`src/hw/msl_cfg.svh`:
```
`ifndef MSL_CFG_SVH
`define MSL_CFG_SVH

// clock rate and blink figures
`define MSL_CLK_HZ 50000000
`define MSL_FAST_HZ 4
`define MSL_SLOW_HZ 1
`define MSL_PD_MHZ 500
// blink half periods, power-down period and lit time, in cycles
`define MSL_FAST_HALF ((`MSL_CLK_HZ / `MSL_FAST_HZ) / 2)
`define MSL_SLOW_HALF ((`MSL_CLK_HZ / `MSL_SLOW_HZ) / 2)
`define MSL_PD_PERIOD ((`MSL_CLK_HZ / `MSL_PD_MHZ) * 1000)
`define MSL_PD_LIT (`MSL_PD_PERIOD / 8)
// i2c gpio extender addresses
`define MSL_I2C_ADDR_A 7'h20
`define MSL_I2C_ADDR_B 7'h21

`endif

```
`src/hw/msl_pkg.sv`:
```
package msl_pkg;

    // indication modes, in falling priority except configured, which outranks both boot modes
    typedef enum logic [2:0] {
        MSL_MODE_STRAP_FAULT = 3'h0,
        MSL_MODE_SUPPLY = 3'h1,
        MSL_MODE_PDOWN = 3'h2,
        MSL_MODE_RESET = 3'h3,
        MSL_MODE_SPI = 3'h4,
        MSL_MODE_SD = 3'h5,
        MSL_MODE_CONF = 3'h6,
        MSL_MODE_IDLE = 3'h7
    } msl_mode_type;

endpackage

```
`src/hw/msl_status_led_encoder.sv`:
```
// Behaviour
// supply missing or input low: user lamp off, red on, done lamp off
// supply missing: 3.3V rail off and processor held in power-on reset
// spi flash boot: user off, done lamp on, red blinks 4 Hz half duty
// sd card boot: user off, done lamp on, red blinks 1 Hz half duty
// configured: done lamp off, user follows pin seven, red blinks or user
// power enable low: user lamp on, red blinks 0.5 Hz one eighth lit
// power down with sequencing: every module supply switched off
// powered and external reset low: all three lamps lit
// strap high: converters forced on; pattern off, off, on shows fatal
// answer i2c addresses 0x20 and 0x21 as gpio extender
// user lamp routed from pin seven after power-up, processor may remap
// blink timing counts clocks; reset and power-down win over boot
`include "msl_cfg.svh"

module msl_status_led_encoder
    import msl_pkg::*;
#(
    parameter int FAST_HALF = `MSL_FAST_HALF,
    parameter int SLOW_HALF = `MSL_SLOW_HALF,
    parameter int PD_PERIOD = `MSL_PD_PERIOD
)
(
    // clock and reset
    input wire logic ref_clk_in,
    input wire logic reset_in,
    // carrier pins and supply state
    input wire logic module_power_enable_in,
    input wire logic external_reset_n_in,
    input wire logic no_sequencing_strap_in,
    input wire logic supply_good_in,
    // boot and configuration progress
    input wire logic boot_spi_in,
    input wire logic boot_sd_in,
    input wire logic config_done_in,
    // processor pin and user drive of the lamps
    input wire logic processor_pin_seven_in,
    input wire logic user_lamp_sel_in,
    input wire logic user_lamp_value_in,
    input wire logic user_red_sel_in,
    input wire logic user_red_value_in,
    // decoded i2c address
    input wire logic [6:0] i2c_addr_in,
    input wire logic i2c_addr_valid_in,
    // lamps, high = lit
    output logic green_user_lamp_out,
    output logic red_status_lamp_out,
    output logic green_config_done_lamp_out,
    // power control
    output logic rail_3v3_enable_out,
    output logic processor_por_out,
    output logic supplies_enable_out,
    // status and i2c answer
    output logic fatal_error_out,
    output logic i2c_addr_ack_out,
    output logic [1:0] mode_out
);

    // lit span of the power-down period
    localparam int PD_LIT = PD_PERIOD / 8;

    // blink counters and phases, and the user lamp remap flag
    logic [31:0] fast_cnt_ff;
    logic fast_ff;
    logic [31:0] slow_cnt_ff;
    logic slow_ff;
    logic [31:0] pd_cnt_ff;
    logic pd_ff;
    logic remap_ff;
    // combinational mode and next lamp values
    msl_mode_type mode;
    logic nxt_user;
    logic nxt_red;
    logic nxt_done;

    // fast blink clock count
    // counters run from reset on, so every blink phase is known
    always_ff @(posedge ref_clk_in)
    begin
        if (reset_in || fast_cnt_ff == 32'(FAST_HALF - 1))
            fast_cnt_ff <= 32'h0;
        else
            fast_cnt_ff <= fast_cnt_ff + 32'h1;
    end

    // 4 hz square wave
    always_ff @(posedge ref_clk_in)
    begin
        if (reset_in)
            fast_ff <= 1'b0;
        else if (fast_cnt_ff == 32'(FAST_HALF - 1))
            fast_ff <= ~fast_ff;
    end

    // slow blink clock count
    // a half second needs 25 bits; 32 keeps all three counters alike
    always_ff @(posedge ref_clk_in)
    begin
        if (reset_in || slow_cnt_ff == 32'(SLOW_HALF - 1))
            slow_cnt_ff <= 32'h0;
        else
            slow_cnt_ff <= slow_cnt_ff + 32'h1;
    end

    // 1 hz square wave
    always_ff @(posedge ref_clk_in)
    begin
        if (reset_in)
            slow_ff <= 1'b0;
        else if (slow_cnt_ff == 32'(SLOW_HALF - 1))
            slow_ff <= ~slow_ff;
    end

    // 2 s period, lit for the first eighth
    // the full-rate period is 100 million cycles, well inside 32 bits
    always_ff @(posedge ref_clk_in)
    begin
        if (reset_in || pd_cnt_ff == 32'(PD_PERIOD - 1))
            pd_cnt_ff <= 32'h0;
        else
            pd_cnt_ff <= pd_cnt_ff + 32'h1;
    end

    // lit flag registered once more, so red lags the count by two cycles
    always_ff @(posedge ref_clk_in)
    begin
        if (reset_in)
            pd_ff <= 1'b0;
        else
            pd_ff <= (pd_cnt_ff < 32'(PD_LIT));
    end

    // remap latched only once the processor runs out of reset
    // cleared on supply loss, so a fresh power-up shows pin seven again
    always_ff @(posedge ref_clk_in)
    begin
        if (reset_in || !supply_good_in || !module_power_enable_in)
            remap_ff <= 1'b0;
        else if (external_reset_n_in)
            remap_ff <= user_lamp_sel_in;
    end

    // priority: strap fault, supply, power-down, reset, configured, boot
    // power and reset faults win, so a stuck boot never hides them
    always_comb
    begin
        if (no_sequencing_strap_in && !supply_good_in)
            mode = MSL_MODE_STRAP_FAULT;
        else if (!supply_good_in)
            mode = MSL_MODE_SUPPLY;
        else if (!module_power_enable_in)
            mode = MSL_MODE_PDOWN;
        else if (!external_reset_n_in)
            mode = MSL_MODE_RESET;
        else if (config_done_in)
            mode = MSL_MODE_CONF;
        else if (boot_spi_in)
            mode = MSL_MODE_SPI;
        else if (boot_sd_in)
            mode = MSL_MODE_SD;
        else
            mode = MSL_MODE_IDLE;
    end

    // lamp pattern per mode
    // defaults keep every lamp dark unless a decoded case drives it
    always_comb
    begin
        nxt_user = 1'b0;
        nxt_red = 1'b0;
        nxt_done = 1'b0;
        case (mode)
            // fatal pattern
            MSL_MODE_STRAP_FAULT:
            begin
                nxt_done = 1'b1;
            end
            // supply missing
            MSL_MODE_SUPPLY:
            begin
                nxt_red = 1'b1;
            end
            // power-down blink
            MSL_MODE_PDOWN:
            begin
                nxt_user = 1'b1;
                nxt_red = pd_ff;
            end
            // all lamps lit
            MSL_MODE_RESET:
            begin
                nxt_user = 1'b1;
                nxt_red = 1'b1;
                nxt_done = 1'b1;
            end
            // spi boot
            MSL_MODE_SPI:
            begin
                nxt_red = fast_ff;
                nxt_done = 1'b1;
            end
            // sd boot
            MSL_MODE_SD:
            begin
                nxt_red = slow_ff;
                nxt_done = 1'b1;
            end
            // configured, done lamp dark
            MSL_MODE_CONF:
            begin
                nxt_user = remap_ff ? user_lamp_value_in : processor_pin_seven_in;
                nxt_red = user_red_sel_in ? user_red_value_in : slow_ff;
            end
            // powered but not yet booting: pin seven shown, unconfigured
            MSL_MODE_IDLE:
            begin
                nxt_user = processor_pin_seven_in;
                nxt_done = 1'b1;
            end
            // unreachable, all eight codes decoded; red lit as a safe mark
            default:
            begin
                nxt_red = 1'b1;
            end
        endcase
    end

    // lamp registers
    // red lit in reset: it needs no processor, so it shows life first
    always_ff @(posedge ref_clk_in)
    begin
        if (reset_in)
        begin
            green_user_lamp_out <= 1'b0;
            red_status_lamp_out <= 1'b1;
            green_config_done_lamp_out <= 1'b0;
        end
        else
        begin
            green_user_lamp_out <= nxt_user;
            red_status_lamp_out <= nxt_red;
            green_config_done_lamp_out <= nxt_done;
        end
    end

    // rail stays off while supply or power enable is missing
    always_ff @(posedge ref_clk_in)
    begin
        if (reset_in)
            rail_3v3_enable_out <= 1'b0;
        else
            rail_3v3_enable_out <= supply_good_in && module_power_enable_in;
    end

    // processor held in power-on reset; safe state on reset
    always_ff @(posedge ref_clk_in)
    begin
        if (reset_in)
            processor_por_out <= 1'b1;
        else
            processor_por_out <= !supply_good_in || !module_power_enable_in
                || !external_reset_n_in;
    end

    // supplies off in power-down; strap forces converters on
    // the strap overrides sequencing, converters then run whatever we decide
    always_ff @(posedge ref_clk_in)
    begin
        if (reset_in)
            supplies_enable_out <= 1'b0;
        else
            supplies_enable_out <= no_sequencing_strap_in
                || (supply_good_in && module_power_enable_in);
    end

    // fatal carrier error flag
    // the lamp pattern alone is easy to misread, the flag is not
    always_ff @(posedge ref_clk_in)
    begin
        if (reset_in)
            fatal_error_out <= 1'b0;
        else
            fatal_error_out <= (mode == MSL_MODE_STRAP_FAULT);
    end

    // address match for both extender addresses
    // the two addresses differ only in the lowest bit
    always_ff @(posedge ref_clk_in)
    begin
        if (reset_in)
            i2c_addr_ack_out <= 1'b0;
        else
            i2c_addr_ack_out <= i2c_addr_valid_in
                && (i2c_addr_in == `MSL_I2C_ADDR_A || i2c_addr_in == `MSL_I2C_ADDR_B);
    end

    // which extender is addressed; follows the address bus, not the qualifier
    always_ff @(posedge ref_clk_in)
    begin
        if (reset_in)
            mode_out <= 2'h0;
        else
            mode_out <= {1'b0, i2c_addr_in == `MSL_I2C_ADDR_B};
    end

endmodule

```
`config.mk`:
```
export PLATFORM = sky130hd
export DESIGN_NAME = msl_status_led_encoder
export DESIGN_NICKNAME = d
export VERILOG_FILES = /design/src/hw/msl_pkg.sv /design/src/hw/msl_status_led_encoder.sv
export VERILOG_INCLUDE_DIRS = /design/src /design/src/hw
export SDC_FILE = /design/constraint.sdc
export NUM_CORES = 1
export LEC_CHECK = 0
export ABC_CLOCK_PERIOD_IN_PS = 2700
export BUFFER_PORTS_ARGS = -buffer_cell sky130_fd_sc_hd__buf_2
export CAP_MARGIN = 40
export CORE_MARGIN = 2
export CORE_UTILIZATION = 45
export DETAILED_ROUTE_END_ITERATION = 10
export PLACE_DENSITY_LB_ADDON = 0.25
export SLEW_MARGIN = 20
export SYNTH_ARGS = -nofsm -noshare
export SYNTH_HDL_FRONTEND = slang
export SYNTH_SLANG_ARGS = --single-unit
export TNS_END_PERCENT = 30
```
`constraint.sdc`:
```
create_clock -name ref_clk_in -period 2.7 [get_ports ref_clk_in]
set_input_delay 0.27 -clock ref_clk_in [delete_from_list [all_inputs] [get_ports ref_clk_in]]
set_output_delay 0.27 -clock ref_clk_in [all_outputs]
set_load 0.01 [all_outputs]
```
After elaboration in Yosys (flattened, before gate mapping)
Cells that the tools add are included.
{"block": "op_classes", "mux": 12, "n_eq_ne": 12, "add_sub_neg": 3, "n_bitwise": 2, "order_cmp": 1, "n_reduce_logical": 19}
{"cell": "$add A32 B1 Y32 const B", "n": 3}
{"cell": "$eq A32 B23 Y1 const B", "n": 1}
{"cell": "$eq A32 B25 Y1 const B", "n": 1}
{"cell": "$eq A32 B27 Y1 const B", "n": 1}
{"cell": "$lt A32 B24 Y1 const B", "n": 1}
{"cell": "$eq A7 B6 Y1 const B", "n": 2}
{"cell": "$eq A3 B3 Y1 const B", "n": 4}
{"cell": "$mux W3", "n": 4}
{"cell": "$logic_or A1 B1 Y1", "n": 9}
{"cell": "$eq A3 B2 Y1 const B", "n": 2}
{"cell": "$mux W2", "n": 3}
{"cell": "$pmux W1 S5", "n": 1}
{"cell": "$reduce_or A5 Y1", "n": 1}
{"cell": "$reduce_or A2 Y1", "n": 2}
{"cell": "$eq A3 B1 Y1 const B", "n": 1}
{"cell": "$logic_and A1 B1 Y1", "n": 3}
{"cell": "$logic_not A1 Y1", "n": 3}
{"cell": "$logic_not A3 Y1", "n": 1}
{"cell": "$mux W1", "n": 3}
{"cell": "$pmux W1 S3", "n": 1}
{"cell": "$not A1 Y1", "n": 2}
{"block": "totals", "ff_bits": 110, "word_cells": 66, "input_bits": 22}

Longest topological paths before layout
{"block": "logic_depth", "ltp_word": 10, "depth_mapped": 7, "depth_no_buf": 5}

Least setup slack after synthesis
No wires, ideal clock.
{"block": "synth_timing", "path_type": "register to register", "startpoint": "register slow_cnt_ff[28]", "endpoint": "register slow_cnt_ff[30]", "stages_incl_launch_ff": 6, "n_path_buf": 1, "arrival_time_ns": 1.889, "required_ns": 2.575, "setup_slack_ns": 0.685, "setup_time_ns": 0.125, "period_less_slack_ns": 2.015, "cell_sequence": "dfxtp_1 or4_1 or4_1 o31ai_2 buf_4 a21oi_1"}
{"block": "synth_via", "elab_chain_len": 2, "word_cells_on_any_way": 3}
{"element": "start, declared", "line": "msl_status_led_encoder.sv:65", "rtl": "logic [31:0] slow_cnt_ff;"}
{"element": "start signal, assigned", "line": "msl_status_led_encoder.sv:102", "rtl": "slow_cnt_ff <= slow_cnt_ff + 32'h1;"}
{"element": "parallel branches: the longest is 2 deep, another holds $add A32 B1 Y32"}
Several ways; the timed one is not identified.
A chain may end at the register's enable or synchronous reset.

Worst setup path after layout
{"block": "layout_timing", "startpoint": "register slow_cnt_ff[28]", "endpoint": "register slow_cnt_ff[6]"}
{"block": "layout_via", "elab_chain_len": 2}
{"element": "$eq A32 B25 Y1", "line": "msl_status_led_encoder.sv:99", "rtl": "if (reset_in || slow_cnt_ff == 32'(SLOW_HALF - 1))"}
{"element": "$logic_or A1 B1 Y1", "line": "msl_status_led_encoder.sv:99"}
Every way passes these cells.

==> impl_metrics.env <==
export IMPL_setup_worst_path_class="flip-flop to flip-flop"
export IMPL_whs_endpoint="mode_out[0]"
export IMPL_powerDensity_mw_per_mm2=550
export IMPL_ir_drop_uv=386
export IMPL_fin_crit_ps=2240
export IMPL_start_util_pct=46.2
export IMPL_critPathTopFamily="simple AND/OR/NAND/NOR gates"
export IMPL_synth_async_sr_flop_share_pct=0
export IMPL_tns_ps=0
export IMPL_ff2ff_setup_slack_ps=460
export IMPL_ioPinCount=32
export IMPL_cts_root_buf="clkbuf_16"
export IMPL_vias_per_cell=6.14
export IMPL_hold_buffers=0
export IMPL_syn_to_final_growth_pct=11.1
export IMPL_wl_um=12200
export IMPL_rr_startpoint="slow_cnt_ff[28]"
export IMPL_timing_fmax_mhz=446
export IMPL_final_period_utilization_pct=83.0
export IMPL_core_area_mm2=0.0114
export IMPL_worstMarginPinSlew_ps=692
export IMPL_rsz0062_at_grt="false"
export IMPL_cp_slowest_cell="or4_1"
export IMPL_yosysWarnings=0
export IMPL_final_setup_skew_ps=7.69
export IMPL_status="finished clean"
export IMPL_syn_inst=620
export IMPL_leakage_nw=1.83
export IMPL_die_area_mm2=0.0126
export IMPL_portBuffers=30
export IMPL_synthFlopType="dfxtp_1"
export IMPL_cp_num_buf_inv=1
export IMPL_reg2reg_depth=5
export IMPL_syn_area_mm2=0.00528
export IMPL_min_path_type="primary input to flip-flop"
export IMPL_crit_fanout=31
export IMPL_drtAntennaViolNets=0
export IMPL_drive_gt1_share_pct=10.2
export IMPL_maxCapViolations=0
export IMPL_hold_viol_final=0
export IMPL_vias=4798
export IMPL_fill_cells=1083
export IMPL_fp_row_count=39
export IMPL_ys_ff_latch=109
export IMPL_cp_start_kind="flip-flop"
export IMPL_antenna_found_initial=0
export IMPL_slowest_delay_ps=630
export IMPL_grt_pass1_wl_um=20800
export IMPL_grt_pass1_vias=4446
export IMPL_clock_latency_ps=360
export IMPL_die_h_um=112
export IMPL_maxSlewHeadroom_pct=53.9
export IMPL_grt_overflow=0
export IMPL_finalSetupViolations=0
export IMPL_cp_data_arrival_time_ps=2480
export IMPL_hold_start="i2c_addr_in[0]"
export IMPL_wire_per_inst_um=15.7
export IMPL_detailedRoute_firstIterationViolations=428
export IMPL_syn_nets=645
export IMPL_ys_types=47
export IMPL_num_antenna_cells=0
export IMPL_grt_usage_pct=20.0
export IMPL_r2r_end="slow_cnt_ff[6]"
export IMPL_endpoint_kind="flip-flop"
export IMPL_whs_ps=114
export IMPL_cts_resized=0
export IMPL_avgSynthCellArea_um2=8.51
export IMPL_hpwl_um=8480
export IMPL_hold_depth=2
export IMPL_drt_drc_violations_left=0
export IMPL_maxSlewViolCount=0
export IMPL_crit_chain="or4_1 > or4_1 > o31ai_4 > buf_4 > nor2_1"
export IMPL_die_width_um=112
export IMPL_synth_edff_count=0
export IMPL_htree_levels=3
export IMPL_critical_path_required_ps=2940
export IMPL_tritoncts="built"
export IMPL_dr_pass1_iters=5
export IMPL_ys_seq_area_share_pct=41.4
export IMPL_cts_setup_buffers=0
export IMPL_clock_sinks=109
export IMPL_clk_pin_slew_ps=80
export IMPL_fin_nets=658
export IMPL_place_congestion=0.804
export IMPL_clockBufferDepth=2
export IMPL_grt_max_degree=43
export IMPL_path_common_cell="or4_1"
export IMPL_cts_buffers=9
[flip-flops by register name, indices dropped and copies added (netlist names)]
name / count
slow_ff: 1
fast_cnt_ff: 32
mode_out: 1
remap_ff: 1
green_config_done_lamp_out: 1
fatal_error_out: 1
supplies_enable_out: 1
rail_3v3_enable_out: 1
fast_ff: 1
slow_cnt_ff: 32
i2c_addr_ack_out: 1
processor_por_out: 1
red_status_lamp_out: 1
pd_ff: 1
pd_cnt_ff: 32
green_user_lamp_out: 1
[synth_stat cells, types with 3 or more instances]
cell	n	area share, %
xnor2_1	17	2.8
a2111oi_0	3	0.50
or3_1	23	2.7
and4_1	13	2.2
and3_1	15	1.8
nand3_1	42	4.0
xor2_1	18	3.0
and2_1	9	1.1
nor3_1	25	2.4
a211oi_1	11	1.6
or4_1	34	4.8
nand2_1	39	2.8
buf_4	4	0.57
o31ai_1	33	4.7
inv_1	13	0.92
nor2_1	33	2.3
nor4bb_1	3	0.57
ha_1	3	0.71
dfxtp_1	109	41
nor4b_1	3	0.50
a21oi_1	48	4.6
o21ai_0	20	1.9
nand4_1	31	3.7
nor4_1	17	2.0
clkbuf_1	28	2.0
[stage by stage]
stage | util (%) | area (um^2) | total power [mW] | std cells | setup WS [ps]
global route | 51.3 | 5860 | 3.32 | 781 | 341
detailed placement | 48.4 | 5530 | 1.79 | 765 | 456
floorplan | - | 5280 | 1.74 | 620 | 685
global placement | 48.3 | 5510 | 1.78 | 764 | 401
finish | 51.3 | 5860 | 3.22 | 781 | 460
CTS | 51.3 | 5860 | 3.25 | 781 | 439
[worst max-delay path by stage]
stage                                from              end  slack, ps  cells after the start
after floorplan           slow_cnt_ff[28]  slow_cnt_ff[30]        690                      5
after global placement       pd_cnt_ff[0]     pd_cnt_ff[9]        400                      5
after detailed placement  slow_cnt_ff[28]   slow_cnt_ff[6]        460                      5
after CTS                 slow_cnt_ff[28]   slow_cnt_ff[6]        440                      5
after global routing      slow_cnt_ff[28]   slow_cnt_ff[9]        340                      5
final                     slow_cnt_ff[28]   slow_cnt_ff[6]        460                      5
[where the power goes]
| group | switching, mW | internal, mW |
|---|---|---|
| Clock | 0.625 | 0.845 |
| Combinational | 0.0660 | 0.0432 |
| Sequential | 0.0171 | 1.63 |
[layer usage]
metal	routed length, um	track usage, %
met3	493	3.83
met2	5860	33.3
met1	5690	25.9
met4	199	7.40
met5	0	0
[cells in the final DEF (no fill, tap or decap), types with 18 or more instances in the layout]
master / n
dfxtp_1: 109
a21oi_1: 48
nand3_1: 42
nand2_1: 39
or4_1: 34
nor2_1: 33
o31ai_1: 32
nand4_1: 31
buf_2: 30
nor3_1: 25
or3_1: 23
o21ai_0: 20
xor2_1: 18
[cells by family (layout without fill, tap and decap cells)]
family	after synthesis	in the layout	share of synthesized area, %
adder cells (fa/ha/maj)	3	3	0.711
other	1	1	0.0711
flip-flops	109	109	41.4
buffers and inverters	47	65	3.79
AND/OR/NAND/NOR	298	298	32.8
XOR/XNOR	35	35	5.81
AO/OA/AOI/OAI	124	124	14.9
multiplexers	3	3	0.593
[layout make-up]
class | count | area, um^2 | share of cell area [%]
clock buffers | 10 | 239 | 4.08
clock inverters | 6 | 92.6 | 1.58
inverters | 13 | 48.8 | 0.833
multi-input cells | 464 | 2920 | 49.8
flip-flops and latches | 109 | 2180 | 37.2
well taps | 143 | 179 | 3.05
repair buffers | 36 | 203 | 3.46
Note: power is estimated with default switching activity, not from simulation.
